===== src/rtl/tsr_pkg.sv =====
// package: constants, types and decode helpers of the tuner status readback block
`default_nettype none

package tsr_pkg;

  // ----------------------------------------------------------------
  // register indices, byte address is four times the index
  // ----------------------------------------------------------------
  localparam logic [5:0] TSR_IDX_STATUS   = 6'h0A;
  localparam logic [5:0] TSR_IDX_CHANNEL  = 6'h0B;
  localparam logic [5:0] TSR_IDX_RDS_A    = 6'h0C;
  localparam logic [5:0] TSR_IDX_RDS_B    = 6'h0D;
  localparam logic [5:0] TSR_IDX_RDS_C    = 6'h0E;
  localparam logic [5:0] TSR_IDX_RDS_D    = 6'h0F;
  localparam logic [5:0] TSR_IDX_IRQ_STAT = 6'h10;
  localparam logic [5:0] TSR_IDX_IRQ_MASK = 6'h11;
  localparam logic [5:0] TSR_IDX_PINS     = 6'h12;
  localparam logic [5:0] TSR_IDX_FREQ     = 6'h13;

  // ----------------------------------------------------------------
  // field positions and values
  // ----------------------------------------------------------------
  localparam int         TSR_BIT_GROUP_READY = 15;
  localparam int         TSR_BIT_STEREO      = 8;
  localparam int         TSR_BIT_SELECT      = 16;
  localparam int         TSR_IRQ_GROUP       = 0;
  localparam int         TSR_IRQ_TUNE_DONE   = 1;
  localparam logic [7:0] TSR_SIGNAL_STRENGTH_LEVEL_MAX        = 8'h4B;
  localparam logic [1:0] TSR_PIN3_STEREO     = 2'h1;
  localparam logic [1:0] TSR_BAND_EUROPE     = 2'h0;
  localparam logic [15:0] TSR_BASE_HIGH      = 16'h222E;
  localparam logic [15:0] TSR_BASE_LOW       = 16'h1DB0;
  localparam logic [4:0] TSR_SPACE_WIDE      = 5'h14;
  localparam logic [4:0] TSR_SPACE_MID       = 5'h0A;
  localparam logic [4:0] TSR_SPACE_NARROW    = 5'h05;

  // ----------------------------------------------------------------
  // reset values
  // ----------------------------------------------------------------
  localparam logic [15:0] TSR_WORD_RESET = 16'h0000;
  localparam logic [9:0]  TSR_TUNE_CHANNEL_RESET = 10'h000;
  localparam logic [1:0]  TSR_IRQ_RESET  = 2'h0;

  // ----------------------------------------------------------------
  // carriers
  // ----------------------------------------------------------------
  typedef struct packed {
    logic       uncorrectable;
    logic [2:0] corrected;
  } tsr_block_err_type;

  typedef struct packed {
    logic [15:0]       word_a;
    logic [15:0]       word_b;
    logic [15:0]       word_c;
    logic [15:0]       word_d;
    tsr_block_err_type err_b;
    tsr_block_err_type err_c;
    tsr_block_err_type err_d;
  } tsr_group_type;

  // ----------------------------------------------------------------
  // helpers
  // ----------------------------------------------------------------
  function automatic logic [1:0] tsr_err_level(input tsr_block_err_type e);
    if (e.uncorrectable || e.corrected >= 3'h6) begin
      return 2'h3;
    end else if (e.corrected >= 3'h3) begin
      return 2'h2;
    end else if (e.corrected >= 3'h1) begin
      return 2'h1;
    end
    return 2'h0;
  endfunction : tsr_err_level

  // spacing in units of 10 kHz
  function automatic logic [4:0] tsr_spacing(input logic [1:0] sel);
    case (sel)
      2'h0:    return TSR_SPACE_WIDE;
      2'h1:    return TSR_SPACE_MID;
      default: return TSR_SPACE_NARROW;
    endcase
  endfunction : tsr_spacing

endpackage : tsr_pkg

`default_nettype wire


===== src/rtl/tsr_status_readback.sv =====
// design: status and readback register bank of the tuner, classic wishbone slave
`default_nettype none

module tsr_status_readback
  import tsr_pkg::*;
(
  input  wire logic          clk_sys,
  input  wire logic          reset_n,
  // wishbone classic slave
  input  wire logic          wb_cyc_i,
  input  wire logic          wb_stb_i,
  input  wire logic          wb_we_i,
  input  wire logic [7:0]    wb_adr_i,
  input  wire logic [3:0]    wb_sel_i,
  input  wire logic [31:0]   wb_dat_i,
  output      logic [31:0]   wb_dat_o,
  output      logic          wb_ack_o,
  output      logic          irq,
  // receiver core, same clock
  input  wire logic          stereo_flag,
  input  wire logic [7:0]    raw_signal_level,
  input  wire logic [9:0]    tune_channel,
  input  wire logic          seek_active,
  input  wire logic          seek_tune_done,
  input  wire logic          group_strobe,
  input  wire tsr_group_type group_in,
  // settings held by other control registers
  input  wire logic          verbose_rds_select,
  input  wire logic [1:0]    band_select,
  input  wire logic [1:0]    spacing_select,
  input  wire logic [1:0]    pin_three_function,
  // pins
  input  wire logic          serial_select_n,
  input  wire logic          reference_clock,
  output      logic          general_pin_three_o,
  output      logic          general_pin_three_oe
);

  // ----------------------------------------------------------------
  // pin synchronisers
  // ----------------------------------------------------------------
  logic [1:0]  sel_sync_q;
  logic [1:0]  sel_sync_d;
  logic [1:0]  ref_sync_q;
  logic [1:0]  ref_sync_d;
  logic        ref_last_q;
  logic        ref_last_d;
  logic [15:0] ref_count_q;
  logic [15:0] ref_count_d;
  logic        ref_rise;

  always_comb begin
    sel_sync_d  = {sel_sync_q[0], serial_select_n};
    ref_sync_d  = {ref_sync_q[0], reference_clock};
    ref_last_d  = ref_sync_q[1];
    ref_rise    = ref_sync_q[1] && !ref_last_q;
    ref_count_d = ref_rise ? ref_count_q + 16'h0001 : ref_count_q;
  end

  always_ff @(posedge clk_sys) begin
    if (!reset_n) begin
      sel_sync_q  <= 2'h3;
      ref_sync_q  <= 2'h0;
      ref_last_q  <= 1'b0;
      ref_count_q <= TSR_WORD_RESET;
    end else begin
      sel_sync_q  <= sel_sync_d;
      ref_sync_q  <= ref_sync_d;
      ref_last_q  <= ref_last_d;
      ref_count_q <= ref_count_d;
    end
  end

  // ----------------------------------------------------------------
  // tuner state capture
  // ----------------------------------------------------------------
  logic [7:0]  signal_strength_level_q;
  logic [7:0]  signal_strength_level_d;
  logic        stereo_q;
  logic        stereo_d;
  logic [9:0]  tune_channel_q;
  logic [9:0]  tune_channel_d;
  logic [15:0] freq_q;
  logic [15:0] freq_d;
  logic [15:0] word_a_q;
  logic [15:0] word_a_d;
  logic [15:0] word_b_q;
  logic [15:0] word_b_d;
  logic [15:0] word_c_q;
  logic [15:0] word_c_d;
  logic [15:0] word_d_q;
  logic [15:0] word_d_d;
  logic [5:0]  blk_err_q;
  logic [5:0]  blk_err_d;
  logic [14:0] freq_step;

  always_comb begin
    stereo_d = stereo_flag;
    // clamp keeps hot signals from reading above the documented ceiling
    signal_strength_level_d   = (raw_signal_level > TSR_SIGNAL_STRENGTH_LEVEL_MAX) ? TSR_SIGNAL_STRENGTH_LEVEL_MAX : raw_signal_level;
    tune_channel_d   = (seek_active || seek_tune_done) ? tune_channel : tune_channel_q;
    freq_step = 15'(tune_channel_q) * 15'(tsr_spacing(spacing_select));
    if (band_select == TSR_BAND_EUROPE) begin
      freq_d = TSR_BASE_HIGH + {1'b0, freq_step};
    end else begin
      freq_d = TSR_BASE_LOW + {1'b0, freq_step};
    end
    word_a_d  = word_a_q;
    word_b_d  = word_b_q;
    word_c_d  = word_c_q;
    word_d_d  = word_d_q;
    blk_err_d = blk_err_q;
    // one strobe loads every word and level, so a group never mixes
    if (group_strobe) begin
      word_a_d = group_in.word_a;
      word_b_d = group_in.word_b;
      word_c_d = group_in.word_c;
      word_d_d = group_in.word_d;
      if (verbose_rds_select) begin
        blk_err_d = {tsr_err_level(group_in.err_b),
                     tsr_err_level(group_in.err_c),
                     tsr_err_level(group_in.err_d)};
      end else begin
        blk_err_d = 6'h00;
      end
    end
  end

  always_ff @(posedge clk_sys) begin
    if (!reset_n) begin
      stereo_q  <= 1'b0;
      signal_strength_level_q    <= 8'h00;
      tune_channel_q    <= TSR_TUNE_CHANNEL_RESET;
      freq_q    <= TSR_WORD_RESET;
      word_a_q  <= TSR_WORD_RESET;
      word_b_q  <= TSR_WORD_RESET;
      word_c_q  <= TSR_WORD_RESET;
      word_d_q  <= TSR_WORD_RESET;
      blk_err_q <= 6'h00;
    end else begin
      stereo_q  <= stereo_d;
      signal_strength_level_q    <= signal_strength_level_d;
      tune_channel_q    <= tune_channel_d;
      freq_q    <= freq_d;
      word_a_q  <= word_a_d;
      word_b_q  <= word_b_d;
      word_c_q  <= word_c_d;
      word_d_q  <= word_d_d;
      blk_err_q <= blk_err_d;
    end
  end

  // ----------------------------------------------------------------
  // wishbone slave, flags and interrupt
  // ----------------------------------------------------------------
  logic [31:0] dat_q;
  logic [31:0] dat_d;
  logic        ack_q;
  logic        ack_d;
  logic        ready_q;
  logic        ready_d;
  logic [1:0]  irq_stat_q;
  logic [1:0]  irq_stat_d;
  logic [1:0]  irq_mask_q;
  logic [1:0]  irq_mask_d;
  logic        irq_q;
  logic        irq_d;
  logic        pin3_q;
  logic        pin3_d;
  logic        pin3_oe_q;
  logic        pin3_oe_d;
  logic        take;
  logic [5:0]  idx;
  logic [1:0]  irq_events;

  always_comb begin
    // a request answers one cycle after it is seen, then ack drops
    take       = wb_cyc_i && wb_stb_i && !ack_q;
    idx        = wb_adr_i[7:2];
    ack_d      = take;
    dat_d      = dat_q;
    ready_d    = ready_q;
    irq_stat_d = irq_stat_q;
    irq_mask_d = irq_mask_q;
    irq_events = {seek_tune_done, group_strobe};
    if (take && !wb_we_i) begin
      case (idx)
        TSR_IDX_STATUS:   dat_d = {16'h0000, ready_q, 6'h00, stereo_q, signal_strength_level_q};
        TSR_IDX_CHANNEL:  dat_d = {16'h0000, blk_err_q, tune_channel_q};
        TSR_IDX_RDS_A:    dat_d = {16'h0000, word_a_q};
        TSR_IDX_RDS_B:    dat_d = {16'h0000, word_b_q};
        TSR_IDX_RDS_C:    dat_d = {16'h0000, word_c_q};
        TSR_IDX_RDS_D:    dat_d = {16'h0000, word_d_q};
        TSR_IDX_IRQ_STAT: dat_d = {30'h00000000, irq_stat_q};
        TSR_IDX_IRQ_MASK: dat_d = {30'h00000000, irq_mask_q};
        TSR_IDX_PINS:     dat_d = {15'h0000, !sel_sync_q[1], ref_count_q};
        TSR_IDX_FREQ:     dat_d = {16'h0000, freq_q};
        default:          dat_d = 32'h00000000;
      endcase
    end else if (take) begin
      dat_d = 32'h00000000;
    end
    // read clears sticky bits; a new event in the same cycle wins
    if (take && !wb_we_i && idx == TSR_IDX_STATUS) begin
      ready_d = 1'b0;
    end
    if (take && !wb_we_i && idx == TSR_IDX_IRQ_STAT) begin
      irq_stat_d = TSR_IRQ_RESET;
    end
    if (group_strobe) begin
      ready_d = 1'b1;
    end
    irq_stat_d = irq_stat_d | irq_events;
    // only the mask takes writes; every read-only index drops them
    if (take && wb_we_i && idx == TSR_IDX_IRQ_MASK && wb_sel_i[0]) begin
      irq_mask_d = wb_dat_i[1:0];
    end
    irq_d     = |(irq_stat_q & irq_mask_q);
    pin3_oe_d = (pin_three_function == TSR_PIN3_STEREO);
    pin3_d    = pin3_oe_d && stereo_q;
  end

  always_ff @(posedge clk_sys) begin
    if (!reset_n) begin
      dat_q      <= 32'h00000000;
      ack_q      <= 1'b0;
      ready_q    <= 1'b0;
      irq_stat_q <= TSR_IRQ_RESET;
      irq_mask_q <= TSR_IRQ_RESET;
      irq_q      <= 1'b0;
      pin3_q     <= 1'b0;
      pin3_oe_q  <= 1'b0;
    end else begin
      dat_q      <= dat_d;
      ack_q      <= ack_d;
      ready_q    <= ready_d;
      irq_stat_q <= irq_stat_d;
      irq_mask_q <= irq_mask_d;
      irq_q      <= irq_d;
      pin3_q     <= pin3_d;
      pin3_oe_q  <= pin3_oe_d;
    end
  end

  assign wb_dat_o             = dat_q;
  assign wb_ack_o             = ack_q;
  assign irq                  = irq_q;
  assign general_pin_three_o  = pin3_q;
  assign general_pin_three_oe = pin3_oe_q;

endmodule : tsr_status_readback

`default_nettype wire


===== config.mk =====
export PLATFORM = sky130hd
export DESIGN_NAME = tsr_status_readback
export DESIGN_NICKNAME = d
export VERILOG_FILES = /design/src/rtl/tsr_pkg.sv /design/src/rtl/tsr_status_readback.sv
export SDC_FILE = /design/constraint.sdc
export NUM_CORES = 1
export LEC_CHECK = 0
export BUFFER_PORTS_ARGS = -buffer_cell sky130_fd_sc_hd__buf_4
export CORE_ASPECT_RATIO = 1.25
export CORE_MARGIN = 5
export CORE_UTILIZATION = 37
export DETAILED_ROUTE_END_ITERATION = 8
export PLACE_DENSITY_LB_ADDON = 0.12
export SKIP_CTS_REPAIR_TIMING = 1
export SYNTH_ARGS = -nofsm -noshare
export SYNTH_HDL_FRONTEND = slang
export SYNTH_SLANG_ARGS = --single-unit

===== constraint.sdc =====
create_clock -name clk_sys -period 4.6 [get_ports clk_sys]
set_input_delay 0.23 -clock clk_sys [delete_from_list [all_inputs] [get_ports clk_sys]]
set_output_delay 0.23 -clock clk_sys [all_outputs]
set_load 0.01 [all_outputs]

=== After elaboration in Yosys (flattened, before gate mapping) ===
Cells that the tools add are included.

* Reduce and logical (&&, ||, !) cells: 24
* $add $sub $neg: 3
* Multiplexer cells: 37
* Equal/unequal tests: 12
* $mul: 1
* Bitwise operators: 3
* $lt $le $gt $ge: 10

{| class="wikitable"
|+ Operator list
! kind !! number
|-
| case mux 17 bit (10 select lines) || 1
|-
| 2-to-1 mux 32 bit || 2
|-
| == test 6 x 4 -> 1 bit (second input constant) || 6
|-
| 2-to-1 mux 2 bit || 13
|-
| == test 6 x 5 -> 1 bit (second input constant) || 4
|-
| 2-to-1 mux 1 bit || 17
|-
| adder 13 x 15 -> 16 bit (first input constant) || 1
|-
| adder 14 x 15 -> 16 bit (first input constant) || 1
|-
| adder 16 x 1 -> 16 bit (second input constant) || 1
|-
| 2-to-1 mux 16 bit || 1
|-
| multiplier 10 x 5 -> 15 bit || 1
|-
| logical AND 1 bit || 10
|-
| case mux 5 bit (2 select lines) || 1
|-
| >= comparator 3 x 1 -> 1 bit (second input constant) || 3
|-
| >= comparator 3 x 2 -> 1 bit (second input constant) || 3
|-
| >= comparator 3 bit (second input constant) || 3
|-
| greater-than comparator 8 x 7 -> 1 bit (second input constant) || 1
|-
| 2-to-1 mux 7 bit || 1
|-
| 2-to-1 mux 6 bit || 1
|-
| == test 2 x 1 -> 1 bit (second input constant) || 2
|-
| zero test 1 bit || 4
|-
| zero test 2 bit || 2
|-
| logical OR 1 bit || 4
|-
| nonzero test 2 bit || 2
|-
| 4 further kinds || 5
|}

* Register bits: 167
* Output and inout bits: 36
* Bits of input ports: 156

=== Depth between registers and ports, before layout ===
Gate-level depths: netlist of the first run.

* Depth after elaboration: 8
* Gate-level depth with buffers: 20
* Mapped depth without buffers: 19

=== Worst setup path after synthesis of the first run ===
OpenSTA, ideal clock, no wires.

* Path type: input port to flip-flop
* From: input port spacing_select[0]
* To: register freq_q[13]
* Path slack: -0.048 ns
* Stages on the path: 17
* Required time: 4.534 ns
* Arrival: 4.582 ns
* Path through: nor2b_1 > clkbuf_1 > and2_1 > fa_1 > fa_1 > inv_1 > fa_1 > inv_1 > ha_1 > inv_1 > or4_1 > o311a_1 > buf_4 > o31a_1 > or3b_2 > a21o_1 > a21oi_2

* Longest elaborated chain between the ends: 5
* Elaborated cells on any way between the ends: 7
* Classes of those cells: add/sub: 2; mul: 1; eq/ne: 1; mux: 2; reduce/logical: 1

{| class="wikitable"
|+ RTL lines
! element !! line !! RTL
|-
| from (decl) || tsr_status_readback.sv:30 || <nowiki>input wire logic [1:0] spacing_select,</nowiki>
|-
| == test 2 x 1 -> 1 bit / zero test 2 bit (equally long branches) || tsr_pkg.sv:78 || <nowiki>case (sel)</nowiki>
|-
| case mux 5 bit (2 select lines) * || tsr_pkg.sv:78 ||
|-
| multiplier 10 x 5 -> 15 bit * || tsr_status_readback.sv:102 || <nowiki>freq_step = 15'(tune_channel_q) * 15'(tsr_spacing(spacing_select));</nowiki>
|-
| adder 13 x 15 -> 16 bit / adder 14 x 15 -> 16 bit (equally long branches) || tsr_status_readback.sv:106, tsr_status_readback.sv:104 ||
|-
| 2-to-1 mux 16 bit * || tsr_status_readback.sv:103 || <nowiki>if (band_select == TSR_BAND_EUROPE) begin</nowiki>
|-
| to (signal assigned) || tsr_status_readback.sv:144 || <nowiki>freq_q <= freq_d;</nowiki>
|-
| to (decl) || tsr_status_readback.sv:83 || <nowiki>logic [15:0] freq_q;</nowiki>
|}

Mark *: on every way between the ends. The rest lies on a longest branch, timed or not.
A chain may end at the register's enable or synchronous reset.

=== Final worst setup path of the first run ===
* From: register tune_channel_q[2]
* To: register freq_q[13]

* Longest elaborated chain between the ends: 3
* Elaborated cells on any way between the ends: 4
* Classes of those cells: add/sub: 2; mul: 1; mux: 1

{| class="wikitable"
|+ RTL lines
! element !! line !! RTL
|-
| from (decl) || tsr_status_readback.sv:81 || <nowiki>logic [9:0] tune_channel_q;</nowiki>
|-
| from (signal assigned) || tsr_status_readback.sv:143 || <nowiki>tune_channel_q <= tune_channel_d;</nowiki>
|-
| multiplier 10 x 5 -> 15 bit * || tsr_status_readback.sv:102 ||
|-
| adder 13 x 15 -> 16 bit / adder 14 x 15 -> 16 bit (equally long branches) || tsr_status_readback.sv:106, tsr_status_readback.sv:104 ||
|-
| 2-to-1 mux 16 bit * || tsr_status_readback.sv:103 ||
|}

Marks and branches as above.

==> results of run 1 <==
==> layout by cell type, fill, tap and decap left out, drive strengths merged, types with 6 or more instances in the layout <==
master  Yosys  final
nor2      137    137
a222oi     16     16
nand3      19     19
conb        1     16
a22o        8      8
inv        45     51
xor2       13     13
ha         29     29
and3        9      9
a21oi      40     40
or3         7      7
and2       29     29
clkbuf     36     19
mux2i      75     75
mux2        8      8
dfxtp     152    152
xnor2      19     19
nand2b     16     16
o21ai      20     20
fa         22     22
a22oi      32     32
nor3        6      6
buf        28    210
nand2      85     85
==> cells by family (layout without fill, tap and decap cells) <==
group / Yosys count / count (layout) / share of synthesized area (%)
and+or+nand+nor: 332 / 332 / 18.6
AOI/OAI and AO/OA: 152 / 152 / 13.2
buffers and inverters: 109 / 289 / 5.82
adders and majority gates: 51 / 51 / 9.85
xor gates and xnor gates: 32 / 32 / 3.44
other: 1 / 16 / 0.0460
muxes: 88 / 88 / 11.7
DFF: 152 / 152 / 37.3
==> flip-flops by register name, indices dropped and copies added (netlist names), 2 cells and up <==
register / cells
freq_q: 16
irq_stat_q: 2
word_b_q: 16
ref_sync_q: 2
signal_strength_level_q: 8
wb_dat_o: 17
irq_mask_q: 2
ref_count_q: 16
word_c_q: 16
tune_channel_q: 10
blk_err_q: 6
word_a_q: 16
sel_sync_q: 2
word_d_q: 16
==> metrics by stage <==
| step | hold WS [ns] | worst slack, ns | instance area, sq um | TNS (ns) | utilization [%] |
|---|---|---|---|---|---|
| final | 0.0235 | 0.206 | 10500 | 0 | 48.6 |
| after floorplan | 0.303 | 0.0282 | 8210 | 0 | - |
| after global placement | 0.399 | -0.103 | 9830 | -0.141 | 45.5 |
| after global routing | 0.00914 | 0.00262 | 10500 | 0 | 48.6 |
| after detailed placement | 0.401 | -0.127 | 9830 | -0.218 | 45.5 |
| after CTS | -0.0441 | 0.0186 | 10400 | 0 | 48.3 |
==> per-layer routing <==
layer | track usage, % | vias to the layer above
li1 | - | 3502
met1 | 23.0 | 3293
met2 | 33.3 | 166
met3 | 2.55 | 28
met4 | 6.81 | 0
met5 | 0 | -
==> final timing paths <==
path	to	slack [ns]	cells past startpoint
worst max-delay path	freq_q[13]	0.21	15
worst min-delay path	ref_sync_q[0]	0.02	2
worst max register to register	freq_q[13]	0.21	15
worst min register to register	ref_sync_q[1]	0.44	1
==> power by group through the flow <==
stage               Clock (mW)  Sequential, mW  Combinational (mW)
floorplan                    0            1.45               0.404
global placement             0            1.47               0.673
detailed placement           0            1.47               0.677
CTS                       1.46            1.44               0.681
global route              1.52            1.45               0.761
finish                    1.43            1.44               0.683
==> worst register-to-register path, stage by stage, from the launching register on <==
cell	delay (ns)
dfxtp_4	0.38
and2_1	0.16
fa_1	0.50
fa_1	0.52
inv_1	0.05
fa_1	0.52
inv_1	0.04
ha_1	0.33
inv_2	0.11
a211oi_2	0.06
or4_1	0.40
o311a_1	0.16
o31a_1	0.33
or3b_2	0.48
a21o_1	0.19
a21oi_2	0.10
==> area by class of cell <==
type | count | area share, %
multi-input combinational | 671 | 45.0
timing repair buffer | 212 | 15.2
tap | 279 | 3.32
clock inverter | 13 | 1.51
clock buffer | 19 | 4.31
inverter | 45 | 1.63
sequential | 152 | 29.0
==> summary.md, run 1 <==
| Metric | Value |
|---|---|
| Drt drc | `0` |
| Largest net degree at the start of global routing | `80` |
| CP max stage cell | `fa_1` |
| Fmax achieved | `0.228 GHz` |
| Mapped Cells | `917` |
| Die area | `between 0.02 and 0.03 sq mm` |
| Routed Antenna Nets | `0` |
| DR WL met2 | `approximately 12000 um` |
| Flop pwr share | `between 40% and 50%` |
| DRT Wirelength | `23700 um` |
| Iter 0 DRT Violations | `between 400 and 500` |
| Initial core utilization | `37.7%` |
| CTS Buffer Depth | `2` |
| Count leader, synth | `dfxtp_1` |
| Multi-input logic area | `0.00474 sq mm` |
| Synthesized area per cell | `8.89 sq um` |
| Worst R2R Start | `tune_channel_q[2]` |
| Die width | `143 um` |
| Clock slew at the register clock pins of the worst setup and hold paths | `0.07 ns` |
| Synth unique cells | `59` |
| Overall power | `3.55 mW` |
| Final Max Slew Viols | `0` |
| Tcrit/Tclk final | `95.5%` |
| Ranking of synthesized cells by area | `dfxtp_1 (37%), mux2i_1 (9.2%), nor2_1 (6.3%)` |
| GRT overflow | `0` |
| M1 WL | `9870 um` |
| Yosys top cell area share | `a little under two fifths` |
| Synth-to-layout area growth | `29.0%` |
| H-tree depth | `4` |
| Crit path launch type | `flop` |
| Synthesized flop and latch total | `approximately 150` |
| CTS Root Cell | `clkbuf_16` |
| DR vias | `~7000` |
| CP Cell Sequence | `and2_1 > fa_1 > fa_1 > inv_1 > fa_1 > inv_1 > ha_1 > inv_2 > a211oi_2 > or4_1 > o311a_1 > o31a_1 > or3b_2 > a21o_1 > a21oi_2` |
| Mapped cell area | `0.00815 sq mm` |
| IO buf count | `141` |
| EDFF count, synth | `0` |
| Cell taking the most area after synthesis | `dfxtp_1` |
| Max-capacitance violation count | `0` |
| FFs w/ async S/R, synth | `0%` |
| Placeable Area | `0.0216 sq mm` |
| Arrival time worst endpoint | `about 4.7 ns` |
| Row count | `60` |
| Clk_lat worst skew | `0.42 ns` |
| Switching portion of total power | `approximately 27%` |
| Max stage delay on crit path | `~0.52 ns` |
| Ys flop type | `dfxtp_1` |
| Combinational share of power | `19.2%` |
| Ports | `approximately 190` |
| RSZ-0062 raised after global routing | `false` |
| Outcome | `finished clean` |
| HPWL Detailed | `18200 um` |
| Share of cells above drive strength 1 | `about a quarter` |
| Sequential area share after synthesis | `37.3%` |
| CTS Buf Count | `17` |
| Number of global-route vias before repair | `6945` |
| P_leak | `4.85 nW` |
| GP Congestion | `0.825` |
| Worst Setup End Kind | `flop` |
| First-pass GRT wire length | `approximately 37000 um` |
| Post-Layout Cell Count | `1391` |
| Tmin final | `roughly 4.4 ns` |
| Via density per instance | `5.02` |
| Final #Nets | `around 1300` |
| Hold Path Class | `in -> reg` |
| YS warnings | `0` |
| Total GRT Usage | `18.8%` |
| Top cell family by delay on the critical path | `adder cells` |
| Pwr Density | `338 mW/mm^2` |
| Relative slew slack | `24.0%` |
| Psw | `0.972 mW` |
| Met3 routed WL | `1100 um` |
| First-pass detailed-route iteration total | `6` |
| Ant diodes | `0` |
| Post-Place Cells | `1357` |
| Crit Path Max Fanout | `5` |
| Setup violations, final | `0` |
| Leading cell types by count after synthesis | `dfxtp_1 (152), nor2_1 (137), nand2_1 (85)` |
| CTS sink cnt | `152` |
| Critical path class | `reg -> reg` |
| CTS tree | `built` |
| Max layer used | `met4` |
| Fin Clk Skew | `0.00866 ns` |
| Antenna violations before repair | `0` |
| CP dominant cell by count | `fa_1` |
| Worst vdd ir | `236 uV` |
| Worst path bufs/invs | `3` |
| WL/cell | `17.0 um` |
| Least-Margin Pin Slew | `1.14 ns` |
| Worst Hold Launch | `reference_clock` |
| Die Ht | `176 um` |
| Cell Int Power | `2.58 mW` |
| Clock share of power | `approximately 40%` |
| CP required | `4.94 ns` |
| Setup crit start | `tune_channel_q[2]` |
| Final Hold Vio Count | `0` |
| FILL cells | `2145` |
| Sequential cell area | `around 0.0031 sq mm` |
No activity file was read; power rests on OpenSTA's default activity.
==> run 2, diff against run 1 <==
--- a/config.mk
+++ b/config.mk
@@ -6,11 +6,13 @@
 export NUM_CORES = 1
 export LEC_CHECK = 0
 export BUFFER_PORTS_ARGS = -buffer_cell sky130_fd_sc_hd__buf_4
+export CELL_PAD_IN_SITES_DETAIL_PLACEMENT = 1
+export CELL_PAD_IN_SITES_GLOBAL_PLACEMENT = 1
 export CORE_ASPECT_RATIO = 1.25
 export CORE_MARGIN = 5
-export CORE_UTILIZATION = 37
+export CORE_UTILIZATION = 30
 export DETAILED_ROUTE_END_ITERATION = 8
-export PLACE_DENSITY_LB_ADDON = 0.12
+export PLACE_DENSITY = 0.7
 export SKIP_CTS_REPAIR_TIMING = 1
 export SYNTH_ARGS = -nofsm -noshare
 export SYNTH_HDL_FRONTEND = slang
==> summary.md, run 2 (synthesized netlist as in run 1, its figures left out) <==
| Metric | Value |
|---|---|
| Outcome | `finished clean` |
| Worst Hold Depth | `2` |
| IO buf count | `141` |
| Gr busiest metal | `met2` |
| Sum Neg Setup Slack | `0 ns` |
| CP max stage cell | `fa_1` |
| Worst R2R Start | `tune_channel_q[2]` |
| Largest net degree at the start of global routing | `94` |
| Final Hold Vio Count | `0` |
| Max stage delay on crit path | `roughly 0.53 ns` |
| Commonest non-fill, non-tap cell in the layout | `buf_4` |
| Worst R2R End | `freq_q[13]` |
| CTS tree | `built` |
| Setup violations, final | `0` |
| GRT overflow | `0` |
| Fmax achieved | `0.227 GHz` |
| Overall power | `around 3.5 mW` |
| Tmin final | `4.40 ns` |
| Critical path class | `reg -> reg` |
| CTS Buf Count | `17` |
| Global routing usage on met2 | `30.2%` |
| CTS sink cnt | `roughly 150` |
| Post-route design area | `0.0105 sq mm` |
| Drt drc | `0` |
| Via density per instance | `a little under 5` |
| First-pass detailed-route iteration total | `6` |
| Initial core utilization | `30.4%` |
| Die width | `between 150 and 200 um` |
| Antenna violations before repair | `1` |
| Iter 0 DRT Violations | `about 340` |
| First-pass GRT wire length | `40000 um` |
| Tcrit/Tclk final | `approximately 96%` |
| Crit path launch type | `flop` |
| Worst Hold Launch | `stereo_flag` |
| Synth-to-layout area growth | `29.3%` |
| Relative slew slack | `20.9%` |
| Crit Path Max Fanout | `4` |
| Die area | `0.0306 sq mm` |
| Clk_lat worst skew | `0.43 ns` |
| Post-Place Cells | `1417` |
| Pwr Density | `332 mW/mm^2` |
| Post-Layout Cell Count | `1454` |
| CP Cell Sequence | `and2_1 > fa_1 > ha_1 > xor2_1 > fa_1 > inv_1 > ha_1 > nor2_2 > a211oi_2 > or4_1 > o311a_1 > o31a_1 > or3b_2 > a21o_1 > a21oi_2` |
| Ports | `192` |
| Hold path endpoint | `stereo_q` |
| WL/cell | `between 15 and 20 um` |
| Final Max Slew Viols | `0` |
| Number of global-route vias before repair | `between 7000 and 8000` |
| Total GRT Usage | `16.8%` |
| R2R cell count | `15` |
| Row count | `between 60 and 70` |
| Least-Margin Pin Slew | `1.18 ns` |
| Placement Cell Area | `0.00987 sq mm` |
| CTS Buffer Depth | `2` |
| Fin Clk Skew | `0.00687 ns` |
| Clock slew at the register clock pins of the worst setup and hold paths | `roughly 0.06 ns` |
| Most frequent cells in the layout | `buf_4 (206), dfxtp_1 (147), nor2_1 (136)` |
| Routed Antenna Nets | `0` |
| DRT Wirelength | `26300 um` |
| Die Ht | `194 um` |
| Worst Setup End Kind | `flop` |
| GP Congestion | `0.808` |
| P_leak | `4.81 nW` |
| HPWL Detailed | `20300 um` |
| Met1 Usage GRT | `20.7%` |
| Final #Nets | `1302` |
| CTS Root Cell | `clkbuf_16` |
| Met3 Use GR | `2.27%` |
| DR vias | `7181` |
| Max FFs per register | `17` |
| Arrival time worst endpoint | `4.75 ns` |
| R2r setup slk | `roughly 0.20 ns` |
| CP required | `4.95 ns` |
| Hold Path Class | `in -> reg` |
| Share of cells above drive strength 1 | `24.5%` |
| Worst vdd ir | `about 270 uV` |
| FILL cells | `3153` |
| Placeable Area | `0.0268 sq mm` |
| Max-capacitance violation count | `0` |
| H-tree depth | `4` |
==> run 2: changes by cell type in the layout (fill, tap and decap cells not counted), sizes merged <==
cell      change
clkinv        +1
clkbuf        +7
bufinv        -1
inv           -6
diode         +1
buf           -4
clkinvlp      -1
==> run 2: worst max path at each step <==
stage / from / depth (start not counted) / to / slack, ns
final: tune_channel_q[2] / 15 / freq_q[13] / 0.20
after global routing: tune_channel_q[2] / 15 / freq_q[13] / -0.01
after CTS: spacing_select[1] / 17 / freq_q[13] / 0.03
after detailed placement: spacing_select[1] / 17 / freq_q[13] / -0.40
after global placement: spacing_select[1] / 16 / freq_q[13] / -0.26
after floorplan: spacing_select[0] / 17 / freq_q[13] / 0.03
==> run 2: final cells by class <==
class	instances	area [sq um]	area share [%]
multi-input cells	671	4730	44.9
flip-flops and latches	152	3050	28.9
well taps	345	432	4.09
clock buffers	26	529	5.02
inverters	45	171	1.63
clock inverters	6	61.3	0.582
diodes	1	2.50	0.0237
repair buffers	208	1570	14.9
==> run 2: worst max-delay path, delay by kind of cell, from the launching register on <==
kind	cells	cell delay, ns
compound gates	5	0.85
xor+xnor	1	0.19
fa+ha+maj	4	1.63
buf+inv	1	0.04
flops	1	0.38
simple gates	4	1.24
==> run 2: where the power goes <==
part / internal [mW] / switching (mW) / total (mW)
Sequential: 1.40 / 0.0431 / 1.44
Combinational: 0.341 / 0.341 / 0.682
Clock: 0.844 / 0.535 / 1.38
==> run 2: metal layers <==
metal	part of all wire (%)	wire (um)
met2	53	13800
met5	0	0
met3	3.5	925
met1	43	11200
met4	1.3	352
==> run 2: through the flow <==
stage          setup WS [ns]  utilization [%]  hold WS (ns)
2_1_floorplan         0.0282                -         0.303
3_3_place_gp          -0.262             36.8         0.398
3_5_place_dp          -0.402             36.8         0.401
4_1_cts               0.0289             39.0       -0.0525
5_1_grt              -0.0108             39.3        0.0138
6_report               0.199             39.3        0.0112
